**config.mk**
```make
export PLATFORM = sky130hd
export DESIGN_NAME = out_drv_ctrl
export DESIGN_NICKNAME = d
export VERILOG_FILES = /design/src/design/out_drv_pkg.sv /design/src/design/filt_if.sv /design/src/design/out_drv_ctrl.sv /design/src/design/diag_filter_bank.sv
export VERILOG_INCLUDE_DIRS = /design/src /design/src/design
export SDC_FILE = /design/constraint.sdc
export NUM_CORES = 1
export LEC_CHECK = 0
export BUFFER_PORTS_ARGS = -buffer_cell sky130_fd_sc_hd__buf_4
export CORE_ASPECT_RATIO = 0.7
export CORE_MARGIN = 2
export CORE_UTILIZATION = 65
export DETAILED_ROUTE_END_ITERATION = 8
export GPL_TIMING_DRIVEN = 0
export PLACE_DENSITY = 0.84
export SETUP_SLACK_MARGIN = 0.15
export SYNTH_ARGS = -nofsm -noshare
export SYNTH_HDL_FRONTEND = slang
export SYNTH_SLANG_ARGS = --single-unit
```
**constraint.sdc**
```tcl
create_clock -name ref_clk -period 34.5 [get_ports ref_clk]
set_clock_uncertainty 0.2 [all_clocks]
set_input_delay 1.725 -clock ref_clk [delete_from_list [all_inputs] [get_ports ref_clk]]
set_output_delay 1.725 -clock ref_clk [all_outputs]
set_load 0.1 [all_outputs]
```
**src/design/out_drv_consts.svh**
```systemverilog
// Purpose: Constants for the output driver protection controller
// Assumes: 100 MHz ref_clk
// Notes: Register offsets are byte addresses on the AHB-Lite slave
`ifndef OUT_DRV_CONSTS_SVH
`define OUT_DRV_CONSTS_SVH

// ----------------------------------------
// Timing
// ----------------------------------------
`define CLK_MHZ 100
`define FILT_SHORT_US 32
`define FILT_LONG_MS 1
`define OC_RETRY_US 400
`define FILT_SHORT_CYC (`FILT_SHORT_US * `CLK_MHZ)
`define FILT_LONG_CYC (`FILT_LONG_MS * 1000 * `CLK_MHZ)
`define OC_RETRY_CYC (`OC_RETRY_US * `CLK_MHZ)
`define XC_DELAY_CYC 100
`define CNT_W 17
`define XC_W 8

// ----------------------------------------
// Register offsets
// ----------------------------------------
`define REG_CTRL0 8'h00
`define REG_CTRL1 8'h04
`define REG_STAT0 8'h08
`define REG_STAT1 8'h0C
`define REG_STATE 8'h10

// ----------------------------------------
// Field positions
// ----------------------------------------
`define C0_DRV 1
`define C0_OCREC 10
`define C0_MSEL 18
`define C0_SUPDIS 20
`define C0_CLR 22
`define C0_ACTIVE 23
`define C1_PWMEN 1
`define C1_CLR 22
`define S1_OV 1
`define S1_UV 2
`define S1_TW 3
`define S1_TSD 4
`define S0_OC 1

// ----------------------------------------
// Filter channel map
// ----------------------------------------
`define FCH_N 16
`define FCH_OL 6
`define FCH_OV 12
`define FCH_UV 13
`define FCH_TW 14
`define FCH_TSD 15
`define FCH_LONG_MASK 16'h0FC0

`endif

```
**src/design/out_drv_pkg.sv**
```systemverilog
// Purpose: Types for the output driver protection controller
// Assumes: Constants header on the include path
// Notes: State of the top module is one packed struct
`include "out_drv_consts.svh"

package out_drv_pkg;

    // ----------------------------------------
    // Half bridge sequencing
    // ----------------------------------------
    typedef enum logic [3:0] {
        XS_IDLE = 4'b0001,
        XS_HIGH = 4'b0010,
        XS_LOW = 4'b0100,
        XS_DEAD = 4'b1000
    } xc_state_t;

    // ----------------------------------------
    // Controller state
    // ----------------------------------------
    typedef struct packed {
        logic active;
        logic [8:0] drv;
        logic [5:0] oc_rec;
        logic [1:0] msel;
        logic sup_dis;
        logic [5:0] pwm_en;
        logic [5:0] oc;
        logic [5:0] ol;
        logic ov;
        logic uv;
        logic tw;
        logic tsd;
        logic [5:0] oc_off;
        logic [5:0][`CNT_W-1:0] retry;
        logic sup_off;
        logic [`CNT_W-1:0] sup_cnt;
        xc_state_t [2:0] xc;
        logic [2:0][`XC_W-1:0] xc_cnt;
        logic [2:0] last_hs;
        logic [2:0] hs;
        logic [2:0] ls;
        logic [2:0] fast;
        logic [2:0] hso;
        logic [`CNT_W-1:0] blank_cnt;
        logic [1:0] blank_sel;
        logic mon_valid;
        logic cp_en;
        logic ph_wr;
        logic [7:0] ph_addr;
        logic [31:0] rdata;
        logic rdy;
        logic resp;
    } ctl_state_t;

endpackage

```
**src/design/filt_if.sv**
```systemverilog
// Purpose: Carrier between controller and diagnostic filter bank
// Assumes: Same clock on both sides
// Notes: Raw and enable in, persisted hit out
`timescale 1ns/1ns

interface filt_if #(parameter int N = 16);
    logic [N-1:0] raw;
    logic [N-1:0] en;
    logic [N-1:0] hit;
    modport owner (output raw, output en, input hit);
    modport bank (input raw, input en, output hit);
endinterface

```
**src/design/out_drv_ctrl.sv**
```systemverilog
// Purpose: Control and protection of three half bridges and three high-side switches
// Assumes: AHB-Lite word accesses; diagnostic and PWM inputs synchronous to ref_clk
// Notes: Status registers are write-one-to-clear; a set wins over a register clear but not over standby
`timescale 1ns/1ns
`include "out_drv_consts.svh"

module out_drv_ctrl #(
    parameter logic [`CNT_W-1:0] OL_FILTER_CYC = `CNT_W'(`FILT_LONG_CYC),
    parameter logic [`CNT_W-1:0] OC_RETRY_CYC = `CNT_W'(`OC_RETRY_CYC),
    parameter logic [`XC_W-1:0] XC_DELAY_CYC = `XC_W'(`XC_DELAY_CYC)
) (
    input wire logic ref_clk,
    input wire logic resetn,
    input wire logic hsel,
    input wire logic [31:0] haddr,
    input wire logic [1:0] htrans,
    input wire logic hwrite,
    input wire logic [2:0] hsize,
    input wire logic [31:0] hwdata,
    input wire logic hready,
    output logic hreadyout,
    output logic hresp,
    output logic [31:0] hrdata,
    input wire logic [5:0] oc_raw,
    input wire logic [5:0] low_load_raw,
    input wire logic ov_raw,
    input wire logic uv_raw,
    input wire logic tw_raw,
    input wire logic tsd_raw,
    input wire logic gate_input_a,
    input wire logic monitor_or_gate_b_pin,
    output logic [2:0] high_switch,
    output logic [2:0] low_switch,
    output logic [2:0] fast_turn_off,
    output logic highside_output_heavy,
    output logic highside_output_second,
    output logic highside_output_third,
    output logic charge_pump_en,
    output logic load_current_image_en,
    output logic [1:0] load_current_image_sel
);
    import out_drv_pkg::*;

    localparam logic [`CNT_W-1:0] SHORT_CYC = `CNT_W'(`FILT_SHORT_CYC);

    ctl_state_t s_q;
    ctl_state_t s_d;
    logic [1:0] rst_sync_q;
    logic rst_n;
    logic noerr;
    logic [31:0] stat0_w;
    logic [31:0] stat1_w;
    logic [31:0] ctrl0_w;
    logic [31:0] ctrl1_w;
    logic [31:0] state_w;
    logic [5:0] out_on;

    filt_if #(.N(`FCH_N)) fb ();

    function automatic logic reg_hit(input logic [7:0] a, input logic [7:0] off);
        reg_hit = (a == off);
    endfunction

    // ----------------------------------------
    // Reset release
    // ----------------------------------------
    always_ff @(posedge ref_clk or negedge resetn) begin
        if (!resetn) begin
            rst_sync_q <= 2'h0;
        end else begin
            rst_sync_q <= {rst_sync_q[0], 1'b1};
        end
    end
    assign rst_n = rst_sync_q[1];

    // ----------------------------------------
    // Diagnostic filters
    // ----------------------------------------
    assign out_on = {s_q.hso, s_q.hs | s_q.ls};
    assign fb.raw = {tsd_raw, tw_raw, uv_raw, ov_raw, low_load_raw, oc_raw};
    assign fb.en = {{4{s_q.active}}, out_on, {6{s_q.active}}};

    diag_filter_bank #(
        .N(`FCH_N),
        .SHORT_CYC(SHORT_CYC),
        .LONG_CYC(OL_FILTER_CYC),
        .LONG_MASK(`FCH_N'(`FCH_LONG_MASK))
    ) u_filt (
        .ref_clk(ref_clk),
        .rst_n(rst_n),
        .fb(fb)
    );

    // ----------------------------------------
    // Register images
    // ----------------------------------------
    assign noerr = ~(|s_q.oc | |s_q.ol | s_q.ov | s_q.uv | s_q.tw | s_q.tsd);
    assign stat0_w = {19'h0, s_q.ol, s_q.oc, noerr};
    assign stat1_w = {27'h0, s_q.tsd, s_q.tw, s_q.uv, s_q.ov, noerr};
    assign ctrl0_w = {8'h0, s_q.active, 2'h0, s_q.sup_dis, s_q.msel, 2'h0, s_q.oc_rec,
                      s_q.drv, 1'b0};
    assign ctrl1_w = {25'h0, s_q.pwm_en, 1'b0};
    assign state_w = {20'h0, s_q.sup_off, s_q.mon_valid, s_q.active, s_q.hso, s_q.ls, s_q.hs};

    // ----------------------------------------
    // Next state
    // ----------------------------------------
    always_comb begin
        logic req;
        logic clr_all;
        logic [31:0] w1c0;
        logic [31:0] w1c1;
        logic en_all;
        logic [5:0] allow;
        logic [5:0] gate;
        logic t_hs;
        logic t_ls;
        logic sel_on;
        req = 1'b0;
        clr_all = 1'b0;
        w1c0 = 32'h0;
        w1c1 = 32'h0;
        en_all = 1'b0;
        allow = 6'h0;
        gate = 6'h0;
        t_hs = 1'b0;
        t_ls = 1'b0;
        sel_on = 1'b0;
        s_d = s_q;

        // Bus slave: zero wait states, always OKAY
        req = hsel && hready && htrans[1];
        s_d.ph_wr = req && hwrite;
        s_d.ph_addr = haddr[7:0];
        s_d.rdy = 1'b1;
        s_d.resp = 1'b0;
        s_d.rdata = 32'h0;
        if (req && !hwrite) begin
            if (reg_hit(haddr[7:0], `REG_CTRL0)) s_d.rdata = ctrl0_w;
            if (reg_hit(haddr[7:0], `REG_CTRL1)) s_d.rdata = ctrl1_w;
            if (reg_hit(haddr[7:0], `REG_STAT0)) s_d.rdata = stat0_w;
            if (reg_hit(haddr[7:0], `REG_STAT1)) s_d.rdata = stat1_w;
            if (reg_hit(haddr[7:0], `REG_STATE)) s_d.rdata = state_w;
        end
        if (s_q.ph_wr) begin
            if (reg_hit(s_q.ph_addr, `REG_CTRL0)) begin
                s_d.active = hwdata[`C0_ACTIVE];
                s_d.drv = hwdata[`C0_DRV +: 9];
                s_d.oc_rec = hwdata[`C0_OCREC +: 6];
                s_d.msel = hwdata[`C0_MSEL +: 2];
                s_d.sup_dis = hwdata[`C0_SUPDIS];
                clr_all = hwdata[`C0_CLR];
            end
            if (reg_hit(s_q.ph_addr, `REG_CTRL1)) begin
                s_d.pwm_en = hwdata[`C1_PWMEN +: 6];
                clr_all = hwdata[`C1_CLR];
            end
            if (reg_hit(s_q.ph_addr, `REG_STAT0)) w1c0 = hwdata;
            if (reg_hit(s_q.ph_addr, `REG_STAT1)) w1c1 = hwdata;
        end

        // Flags: a new hit wins over a register clear, not over standby
        for (int k = 0; k < 6; k++) begin
            s_d.oc[k] = (s_q.oc[k] && !(clr_all || w1c0[`S0_OC + k])) || fb.hit[k];
            s_d.ol[k] = (s_q.ol[k] && !(clr_all || w1c0[`S0_OC + 6 + k]))
                        || fb.hit[`FCH_OL + k];
        end
        s_d.ov = (s_q.ov && !(clr_all || w1c1[`S1_OV])) || fb.hit[`FCH_OV];
        s_d.uv = (s_q.uv && !(clr_all || w1c1[`S1_UV])) || fb.hit[`FCH_UV];
        s_d.tw = (s_q.tw && !((clr_all || w1c1[`S1_TW]) && !tw_raw))
                 || fb.hit[`FCH_TW];
        s_d.tsd = (s_q.tsd && !((clr_all || w1c1[`S1_TSD]) && !tsd_raw))
                  || fb.hit[`FCH_TSD];

        // Per output overcurrent shutdown and retry
        for (int k = 0; k < 6; k++) begin
            if (fb.hit[k]) begin
                s_d.oc_off[k] = 1'b1;
                s_d.retry[k] = OC_RETRY_CYC;
            end else if (s_q.oc_rec[k]) begin
                if (s_q.retry[k] != '0) begin
                    s_d.retry[k] = s_q.retry[k] - 1'b1;
                end else begin
                    s_d.oc_off[k] = 1'b0;
                end
            end else begin
                s_d.oc_off[k] = s_q.oc_off[k] && s_d.oc[k];
            end
        end

        // Supply fault shutdown and recovery
        if (fb.hit[`FCH_OV] || fb.hit[`FCH_UV]) begin
            s_d.sup_off = 1'b1;
            s_d.sup_cnt = SHORT_CYC;
        end else if (s_q.sup_off) begin
            if (s_q.sup_dis) begin
                s_d.sup_off = s_d.ov || s_d.uv;
            end else if (ov_raw || uv_raw) begin
                s_d.sup_cnt = SHORT_CYC;
            end else if (s_q.sup_cnt != '0) begin
                s_d.sup_cnt = s_q.sup_cnt - 1'b1;
            end else begin
                s_d.sup_off = 1'b0;
            end
        end

        // Standby drops every latched setting and flag
        if (!s_d.active) begin
            s_d.drv = '0;
            s_d.oc_rec = '0;
            s_d.msel = '0;
            s_d.sup_dis = 1'b0;
            s_d.pwm_en = '0;
            s_d.oc = '0;
            s_d.ol = '0;
            s_d.ov = 1'b0;
            s_d.uv = 1'b0;
            s_d.tw = 1'b0;
            s_d.tsd = 1'b0;
            s_d.oc_off = '0;
            s_d.retry = '0;
            s_d.sup_off = 1'b0;
            s_d.sup_cnt = '0;
        end
        s_d.cp_en = s_d.active;

        // Output permission; open load and warning are not consulted
        en_all = s_d.active && !s_d.tsd && !s_d.sup_off;
        for (int k = 0; k < 6; k++) begin
            allow[k] = en_all && !s_d.oc_off[k];
            gate[k] = !s_d.pwm_en[k]
                      || ((k == 4) ? monitor_or_gate_b_pin : gate_input_a);
        end

        // Half bridges with dead time
        for (int b = 0; b < 3; b++) begin
            t_hs = allow[b] && gate[b] && s_d.drv[2*b] && !s_d.drv[2*b+1];
            t_ls = allow[b] && gate[b] && s_d.drv[2*b+1] && !s_d.drv[2*b];
            s_d.fast[b] = 1'b0;
            unique case (s_q.xc[b])
                XS_IDLE: begin
                    if (t_hs) begin
                        s_d.xc[b] = XS_HIGH;
                        s_d.hs[b] = 1'b1;
                    end else if (t_ls) begin
                        s_d.xc[b] = XS_LOW;
                        s_d.ls[b] = 1'b1;
                    end
                end
                XS_HIGH: begin
                    if (!t_hs) begin
                        s_d.hs[b] = 1'b0;
                        s_d.last_hs[b] = 1'b1;
                        s_d.xc_cnt[b] = XC_DELAY_CYC;
                        s_d.xc[b] = XS_DEAD;
                    end
                end
                XS_LOW: begin
                    if (!t_ls) begin
                        s_d.ls[b] = 1'b0;
                        s_d.last_hs[b] = 1'b0;
                        s_d.xc_cnt[b] = XC_DELAY_CYC;
                        s_d.xc[b] = XS_DEAD;
                    end
                end
                XS_DEAD: begin
                    if (s_q.last_hs[b] && t_hs) begin
                        s_d.xc[b] = XS_HIGH;
                        s_d.hs[b] = 1'b1;
                    end else if (!s_q.last_hs[b] && t_ls) begin
                        s_d.xc[b] = XS_LOW;
                        s_d.ls[b] = 1'b1;
                    end else if (s_q.xc_cnt[b] != '0) begin
                        s_d.xc_cnt[b] = s_q.xc_cnt[b] - 1'b1;
                    end else if (t_hs || t_ls) begin
                        s_d.xc[b] = t_hs ? XS_HIGH : XS_LOW;
                        s_d.hs[b] = t_hs;
                        s_d.ls[b] = t_ls;
                        s_d.fast[b] = 1'b1;
                    end else begin
                        s_d.xc[b] = XS_IDLE;
                    end
                end
                default: begin
                    s_d.xc[b] = XS_IDLE;
                    s_d.hs[b] = 1'b0;
                    s_d.ls[b] = 1'b0;
                end
            endcase
        end

        // High-side switches
        for (int j = 0; j < 3; j++) begin
            s_d.hso[j] = allow[3+j] && gate[3+j] && s_d.drv[6+j];
        end

        // Current monitor selection and blanking
        unique case (s_d.msel)
            2'h0: sel_on = s_d.hs[0];
            2'h1: sel_on = s_d.hso[0];
            2'h2: sel_on = s_d.hso[1];
            2'h3: sel_on = s_d.hso[2];
        endcase
        s_d.blank_sel = s_d.msel;
        if (!sel_on || (s_d.msel != s_q.blank_sel)) begin
            s_d.blank_cnt = '0;
            s_d.mon_valid = 1'b0;
        end else if (s_q.blank_cnt != SHORT_CYC) begin
            s_d.blank_cnt = s_q.blank_cnt + 1'b1;
            s_d.mon_valid = 1'b0;
        end else begin
            s_d.mon_valid = 1'b1;
        end
    end

    always_ff @(posedge ref_clk or negedge rst_n) begin
        if (!rst_n) begin
            s_q <= '0;
            s_q.xc <= {3{XS_IDLE}};
        end else begin
            s_q <= s_d;
        end
    end

    // ----------------------------------------
    // Outputs
    // ----------------------------------------
    assign hreadyout = s_q.rdy;
    assign hresp = s_q.resp;
    assign hrdata = s_q.rdata;
    assign high_switch = s_q.hs;
    assign low_switch = s_q.ls;
    assign fast_turn_off = s_q.fast;
    assign highside_output_heavy = s_q.hso[0];
    assign highside_output_second = s_q.hso[1];
    assign highside_output_third = s_q.hso[2];
    assign charge_pump_en = s_q.cp_en;
    assign load_current_image_en = s_q.mon_valid;
    assign load_current_image_sel = s_q.msel;
endmodule

```
**src/design/diag_filter_bank.sv**
```systemverilog
// Purpose: Persistence filters for the diagnostic conditions
// Assumes: Raw conditions synchronous to ref_clk
// Notes: Hit stays high while the condition and its enable keep holding
`timescale 1ns/1ns
`include "out_drv_consts.svh"

module diag_filter_bank #(
    parameter int N = `FCH_N,
    parameter logic [`CNT_W-1:0] SHORT_CYC = `CNT_W'(`FILT_SHORT_CYC),
    parameter logic [`CNT_W-1:0] LONG_CYC = `CNT_W'(`FILT_LONG_CYC),
    parameter logic [N-1:0] LONG_MASK = N'(`FCH_LONG_MASK)
) (
    input wire logic ref_clk,
    input wire logic rst_n,
    filt_if.bank fb
);
    typedef struct packed {
        logic [N-1:0][`CNT_W-1:0] cnt;
        logic [N-1:0] hit;
    } filt_state_t;

    filt_state_t f_q;
    filt_state_t f_d;
    logic [N-1:0][`CNT_W-1:0] lim;

    genvar g;
    generate
        for (g = 0; g < N; g++) begin : g_lim
            assign lim[g] = LONG_MASK[g] ? LONG_CYC : SHORT_CYC;
        end
    endgenerate

    // ----------------------------------------
    // Count unbroken presence
    // ----------------------------------------
    always_comb begin
        f_d = f_q;
        for (int i = 0; i < N; i++) begin
            if (fb.raw[i] && fb.en[i]) begin
                if (f_q.cnt[i] != lim[i]) begin
                    f_d.cnt[i] = f_q.cnt[i] + 1'b1;
                end
            end else begin
                f_d.cnt[i] = '0;
            end
            f_d.hit[i] = (f_d.cnt[i] == lim[i]);
        end
    end

    always_ff @(posedge ref_clk or negedge rst_n) begin
        if (!rst_n) begin
            f_q <= '0;
        end else begin
            f_q <= f_d;
        end
    end

    assign fb.hit = f_q.hit;
endmodule

```
# Word-level counts from Yosys, hierarchy flattened
# Cells that the tools add are included.
word_totals:
  in_bits: 92
  output_inout_bits: 50
  elab_cells: 638
  register_bits: 568
op_classes:
  bitwise_logic: 12
  n_reduce_logical: 211
  n_mux: 212
  addsub: 27
  n_eq_ne: 114
ops:
  columns: ["operator", "count"]
  rows:
  - ["17-bit two-way mux", 55]
  - ["17-bit by 1-bit adder with 17-bit output (second input constant)", 17]
  - ["17-bit by 12-bit inequality test with 1-bit output (second input constant)", 11]
  - ["17-bit by 12-bit equality test with 1-bit output (second input constant)", 10]
  - ["166-bit two-way mux", 1]
  - ["32-bit two-way mux", 5]
  - ["8-bit two-way mux", 15]
  - ["17-bit nonzero test", 7]
  - ["17-bit by 1-bit subtractor with 17-bit output (second input constant)", 7]
  - ["17-bit equality test (second input constant)", 6]
  - ["17-bit inequality test (second input constant)", 6]
  - ["4-bit two-way mux", 21]
  - ["1-bit two-way mux", 83]
  - ["1-bit logical AND", 79]
  - ["8-bit one-hot mux with 3 select lines", 3]
  - ["2-bit inequality test (second input constant)", 24]
  - ["4-bit one-hot mux with 4 select lines", 3]
  - ["1-bit logical OR", 45]
  - ["3-bit inequality test (second input constant)", 15]
  - ["1-bit zero test", 43]
  - ["18-bit two-way mux", 2]
  - ["8-bit by 4-bit equality test with 1-bit output (second input constant)", 4]
  - ["6-bit AND reduction", 5]
  - ["1-bit one-hot mux with 4 select lines", 7]
  - ["other kinds (36)", 102]

# Depth between registers and ports, before layout
logic_depth:
  depth_word: 30
  ltp_mapped: 11
  depth_no_buf: 10

# Hierarchy
# From an unflattened synthesis, not the netlist that was laid out.
unflattened:
  cells_unflattened: 3467
  hier_area_um2: 31381.3
modules_own_cells:
  columns: ["module", "area_per_inst_um2", "seq_area_each_um2", "cells_per_inst", "instances"]
  rows:
  - ["diag_filter_bank", 16941.2, 7206.9, 1921, 1]
  - ["out_drv_ctrl", 14440.1, 6710.2, 1546, 1]

# Worst setup path before layout
# OpenSTA, ideal clock, no wires.
synth_path:
  path_type: "input -> register"
  start: "input port ov_raw"
  end: "register s_q (netlist bit high_switch[2])"
  arrival_time_ns: 4.027
  t_required_ns: 34.214
  setup_time_ns: 0.086
  n_path_buf: 1
  stages: 7
  setup_slack_ns: 30.187
  cell_sequence: "nor4_1 > a41oi_4 > nand4b_1 > buf_4 > o311a_1 > a2111o_1 > o221ai_2"
synth_between:
  elab_chain_len: 17
  elab_cells_between_ends: 28
  classes_between: "5 x eq/ne; 10 x mux; 13 x reduce/logical"
synth_lines:
  columns: ["item", "line", "text"]
  rows:
  - ["start: declaration", "out_drv_ctrl.sv:26", "input wire logic ov_raw,"]
  - ["1-bit logical OR (*)", "out_drv_ctrl.sv:198", "end else if (ov_raw || uv_raw) begin"]
  - ["1-bit two-way mux (*)", "out_drv_ctrl.sv:198", null]
  - ["1-bit two-way mux (*)", "out_drv_ctrl.sv:196", "if (s_q.sup_dis) begin"]
  - ["18-bit two-way mux (*)", "out_drv_ctrl.sv:195", "end else if (s_q.sup_off) begin"]
  - ["18-bit two-way mux (*)", "out_drv_ctrl.sv:192", "if (fb.hit[`FCH_OV] || fb.hit[`FCH_UV]) begin"]
  - ["166-bit two-way mux (*)", "out_drv_ctrl.sv:208", "if (!s_d.active) begin"]
  - ["1-bit zero test (*)", "out_drv_ctrl.sv:228", "en_all = s_d.active && !s_d.tsd && !s_d.sup_off;"]
  - ["1-bit logical AND (*)", "out_drv_ctrl.sv:228", null]
  - ["1-bit logical AND (*)", "out_drv_ctrl.sv:230", "allow[k] = en_all && !s_d.oc_off[k];"]
  - ["1-bit logical AND (*)", "out_drv_ctrl.sv:237, out_drv_ctrl.sv:238", null]
  - ["1-bit logical AND (2 in a row)", "out_drv_ctrl.sv:237", "t_hs = allow[b] && gate[b] && s_d.drv[2*b] && !s_d.drv[2*b+1];"]
  - ["1-bit two-way mux", "out_drv_ctrl.sv:275", "end else if (t_hs || t_ls) begin"]
  - ["1-bit two-way mux", "out_drv_ctrl.sv:273", "end else if (s_q.xc_cnt[b] != '0) begin"]
  - ["1-bit two-way mux", "out_drv_ctrl.sv:270", "end else if (!s_q.last_hs[b] && t_ls) begin"]
  - ["1-bit two-way mux", "out_drv_ctrl.sv:267", "if (s_q.last_hs[b] && t_hs) begin"]
  - ["1-bit one-hot mux with 4 select lines", "out_drv_ctrl.sv:240", "unique case (s_q.xc[b])"]
  - ["end: declaration", "out_drv_ctrl.sv:46", "ctl_state_t s_q;"]
# Mark *: on every way between the ends. The rest lies on a longest branch, timed or not. The select of a mux whose other input is x is not followed.
# A chain may end at the register's enable or synchronous reset.

# Final worst setup path
layout_path:
  start: "input port ov_raw"
  end: "register s_q[95] (netlist name)"
layout_between:
  elab_chain_len: 15
  elab_cells_between_ends: 21
  classes_between: "4 x eq/ne; 5 x mux; 12 x reduce/logical"
layout_lines:
  columns: ["item", "line"]
  rows:
  - ["1-bit logical OR (*)", "out_drv_ctrl.sv:198"]
  - ["1-bit two-way mux (*)", "out_drv_ctrl.sv:198"]
  - ["1-bit two-way mux (*)", "out_drv_ctrl.sv:196"]
  - ["18-bit two-way mux (*)", "out_drv_ctrl.sv:195"]
  - ["18-bit two-way mux (*)", "out_drv_ctrl.sv:192"]
  - ["166-bit two-way mux (*)", "out_drv_ctrl.sv:208"]
  - ["1-bit zero test (*)", "out_drv_ctrl.sv:228"]
  - ["1-bit logical AND (*)", "out_drv_ctrl.sv:228"]
  - ["1-bit logical AND (*)", "out_drv_ctrl.sv:230"]
  - ["1-bit logical AND (*)", "out_drv_ctrl.sv:237, out_drv_ctrl.sv:238"]
  - ["1-bit logical AND (on tied branches) (2 in a row)", "out_drv_ctrl.sv:238, out_drv_ctrl.sv:237"]
  - ["1-bit logical AND (on tied branches)", "out_drv_ctrl.sv:270, out_drv_ctrl.sv:267"]
  - ["2-bit inequality test (no source line)", null]
  - ["6-bit AND reduction (no source line) (*)", null]
# Marked as above.

==> results.sh <==
export IMPL_status="completed"
export IMPL_cts_made_buffers=52
export IMPL_power_frac_comb_pct=2.7
export IMPL_synthArstFlopShare_pct=100.0
export IMPL_reg2reg_slack_ns=30.51
export IMPL_core_mm2=0.04404
export IMPL_grt_pass1_wl_um=121900
export IMPL_drc_errors=0
export IMPL_ant_nets=0
export IMPL_grt_overflow_total=0
export IMPL_finalSetupViolCount=0
export IMPL_relSlewSlack_pct=23.09
export IMPL_rsz0062_at_grt="false"
export IMPL_ctsHoldBuffers=0
export IMPL_drv_slew=0
export IMPL_maxCapViolCount=0
export IMPL_grt_use_total_pct=31.80
export IMPL_cts_tree="built"
export IMPL_viasPerCell=6.249
export IMPL_final_hold_violation_count=0
export IMPL_cp_start_kind="input port"
export IMPL_htreeDepth=2
export IMPL_insertion_delay_ns=0.59
export IMPL_die_width_um=257.3
export IMPL_dpl_instance_area_mm2=0.03088
export IMPL_synth_cell_type_count=91
export IMPL_reg2reg_to="u_filt.fb.hit[13]$_DFF_PN0_"
export IMPL_max_freq_mhz=218.4
export IMPL_crit_fanout=10
export IMPL_pin_count=142
export IMPL_chipHeight_um=181.3
export IMPL_setup_total_negative_slack_ns=0
export IMPL_cpPeakStageDelay_ns=0.84
export IMPL_cts_sinks=556
export IMPL_seqPwrFrac_pct=50.1
export IMPL_cp_top_family="simple AND/OR/NAND/NOR gates"
export IMPL_end_kind="flip-flop"
export IMPL_swShare_pct=21.53
export IMPL_drtIter0Drc=2764
export IMPL_worstMarginPinSlew_ns=1.138
export IMPL_area_growth_pct=12.11
export IMPL_antenna_found_initial=4
export IMPL_port_buffers=87
export IMPL_gp_congestion=0.9736
export IMPL_fin_area_mm2=0.03273
export IMPL_fill_cells=3062
export IMPL_cp_arrival_ns=4.87
export IMPL_layout_setup_ws_ns=29.92
export IMPL_worstPathCellList="buf_4, nor4_1, a41oi_4, nand4b_1, buf_4, nor3_2, o22a_1, nand2b_1, o21ai_0"
export IMPL_min_period_ns=4.578
export IMPL_ctsRootBufferMaster="clkbuf_16"
export IMPL_initial_core_util_pct=66.29
export IMPL_postCtsSetupRepairBufs=0
export IMPL_drt_total_wl_um=73760
export IMPL_finalNonFillerCells=3900
export IMPL_reg2regPathDepth=8
export IMPL_irDropWorstVdd_mv=0.03901
export IMPL_syn_area_mm2=0.02920
export IMPL_cp_required_ns=34.79
export IMPL_cts_max_path_buffers=3
export IMPL_cts_resized=0
export IMPL_critPathKind="input port to flip-flop"
export IMPL_avgSynthCellArea_um2=9.434
export IMPL_p_int_mw=1.026
export IMPL_wl_per_cell_um=18.91
export IMPL_drive_gt1_share_pct=9.270
export IMPL_timing_rr_start="charge_pump_en$_DFF_PN0_"
export IMPL_hp_class="flip-flop to flip-flop"
export IMPL_yosysWarnings=0
export IMPL_syn_instance_count=3095
export IMPL_p_switching_mw=0.2815
export IMPL_nNetsFinal=3399
export IMPL_p_clk_share_pct=47.2
export IMPL_whs_endpoint="rst_sync_q[1]$_DFF_PN0_"
export IMPL_ys_seq_area_share_pct=47.67
export IMPL_grt_max_degree=74
export IMPL_multi_input_area_mm2=0.01429
export IMPL_worstHoldStart="rst_sync_q[0]$_DFF_PN0_"
export IMPL_row_count=64
export IMPL_synth_edf_count=0
export IMPL_place_inst=3798
export IMPL_path_buf_inv=2
export IMPL_powerDensity_mw_per_mm2=39.95
export IMPL_synth_flop_cell="dfrtp_1"
export IMPL_via_count=24372
export IMPL_dieArea_mm2=0.04666
export IMPL_cp_slowest_cell="nor4_1"
export IMPL_drt_pre_antenna_iters=8
export IMPL_finalCritPeriodShare_pct=13.27
export IMPL_ff_latch_area_mm2=0.01392
export IMPL_clk_pin_slew_worst_paths_ns=0.07
export IMPL_leakage_nw=13.45
export IMPL_path_common_cell="buf_4"
export IMPL_holdPathStages=0
export IMPL_place_ws_ns=29.42
export IMPL_ys_ff_latch=556
export IMPL_grt_pass1_vias=23934
export IMPL_place_hpwl_um=52450
metal layers:
layer  wire [um]  share of wire [%]  track usage [%]  vias to the layer above
met1       31790                 43            44.55                    11939
met3        5868                8.0            6.425                      192
met2       33670                 46            49.84                     1035
met5           0                  0                0                        -
met4        2429                3.3            10.82                        0
li1            -                  -                -                    11206
final cells by class:
cell class                      instances  area share, %
Antenna cell                            5        0.03822
Buffer                                132          2.098
Clock buffer                           68          4.438
Clock inverter                         28          1.158
Inverter                               96          1.101
Multi-Input combinational cell       2324          43.65
Sequential cell                       556          42.53
Tap cell                              594          2.270
Timing Repair Buffer                   97          2.722
cell usage in the layout, fill, tap and decap left out, types with 13 or more instances in the layout:
cell type / Yosys / routed
dfrtp_1: 553 / 552
nor2_1: 481 / 481
nand2_1: 247 / 247
xor2_1: 193 / 193
nand3_1: 156 / 156
a21oi_1: 142 / 142
buf_4: 45 / 132
xnor2_1: 130 / 130
o21ai_0: 102 / 102
inv_1: 96 / 96
clkbuf_1: 73 / 81
nor4_1: 80 / 79
nand4_1: 76 / 76
nor3_1: 74 / 74
or3_1: 54 / 54
clkbuf_16: 0 / 53
ha_1: 48 / 48
and3_1: 39 / 39
mux2i_1: 33 / 33
nand2b_1: 33 / 33
and4_1: 32 / 32
nor4b_1: 32 / 32
nand3b_1: 27 / 27
or4_1: 27 / 27
a31oi_1: 27 / 27
nor2b_1: 24 / 24
and2_1: 16 / 16
conb_1: 2 / 15
and4b_1: 14 / 14
nor3b_1: 14 / 14
nand4b_1: 14 / 14
clkinv_2: 0 / 14
or2_2: 13 / 13
worst max-delay path by stage:
stage | end | start | cells after the start | slack (ns)
5_1_grt | s_q[95]$_DFFE_PN0P_ | ov_raw | 9 | 29.81
6_report | s_q[95]$_DFFE_PN0P_ | ov_raw | 9 | 29.92
3_3_place_gp | s_q[226]$_DFFE_PN0P_ | rst_sync_q[1]$_DFF_PN0_ | 0 | 12.23
2_1_floorplan | charge_pump_en$_DFF_PN0_ | rst_sync_q[1]$_DFF_PN0_ | 0 | 17.66
3_5_place_dp | s_q[95]$_DFFE_PN0P_ | ov_raw | 9 | 29.42
4_1_cts | s_q[95]$_DFFE_PN0P_ | ov_raw | 9 | 30.04
power groups by stage:
| stage | Clock, mW | Combinational, mW | Sequential [mW] |
|---|---|---|---|
| final | 0.617 | 0.0359 | 0.655 |
| after global routing | 0.654 | 0.0393 | 0.654 |
| after CTS | 0.623 | 0.0361 | 0.655 |
| after detailed placement | 0 | 0.0359 | 0.667 |
| after global placement | 0 | 0.0209 | 0.678 |
| after floorplan | 0 | 0.0118 | 0.676 |
flip-flops by register name (all words and copies together) (netlist names), 3 cells and up:
name / flops
hrdata: 20
ctrl0_w: 16
ctrl1_w: 6
high_switch: 3
u_filt.fb.hit: 16
fast_turn_off: 3
s_q: 209
low_switch: 3
u_filt.f_q: 272
synthesized netlist by cell type, types with 39 or more instances:
master	n	area, um^2
buf_4	45	337.8
nor2_1	481	1805
nand3_1	156	780.8
ha_1	48	600.6
o21ai_0	102	510.5
nor3_1	74	370.4
nand4_1	76	475.5
xor2_1	193	1690
clkbuf_1	73	274.0
xnor2_1	130	1139
inv_1	96	360.4
nor4_1	80	500.5
a21oi_1	142	710.7
dfrtp_1	553	13840
and3_1	39	244.0
nand2_1	247	927.1
or3_1	54	337.8
worst reg2reg max path, delay by kind of cell (launching register included):
family | cells | cell delay, ns
simple gates | 6 | 1.59
buf+inv | 2 | 1.62
flops | 1 | 0.45
through the flow:
step / util [%] / power, mW / hold slack (ns)
finish: 74.32 / 1.308 / 0.1572
global route: 74.32 / 1.348 / 0.1593
CTS: 74.27 / 1.314 / 0.1562
detailed placement: 70.11 / 0.7027 / 0.1387
global placement: 69.57 / 0.6992 / 0.1358
floorplan: - / 0.6874 / 0.1312
kinds of logic after synthesis:
logic type | Yosys count | share of synthesized area (%)
flops | 556 | 47.67
xor+xnor | 323 | 9.689
other cells | 2 | 0.02572
fa+ha+maj | 48 | 2.057
buf+inv | 228 | 3.587
simple gates | 1485 | 26.21
compound gates | 409 | 9.059
mux | 44 | 1.710
Note: power is estimated with default switching activity, not from simulation.
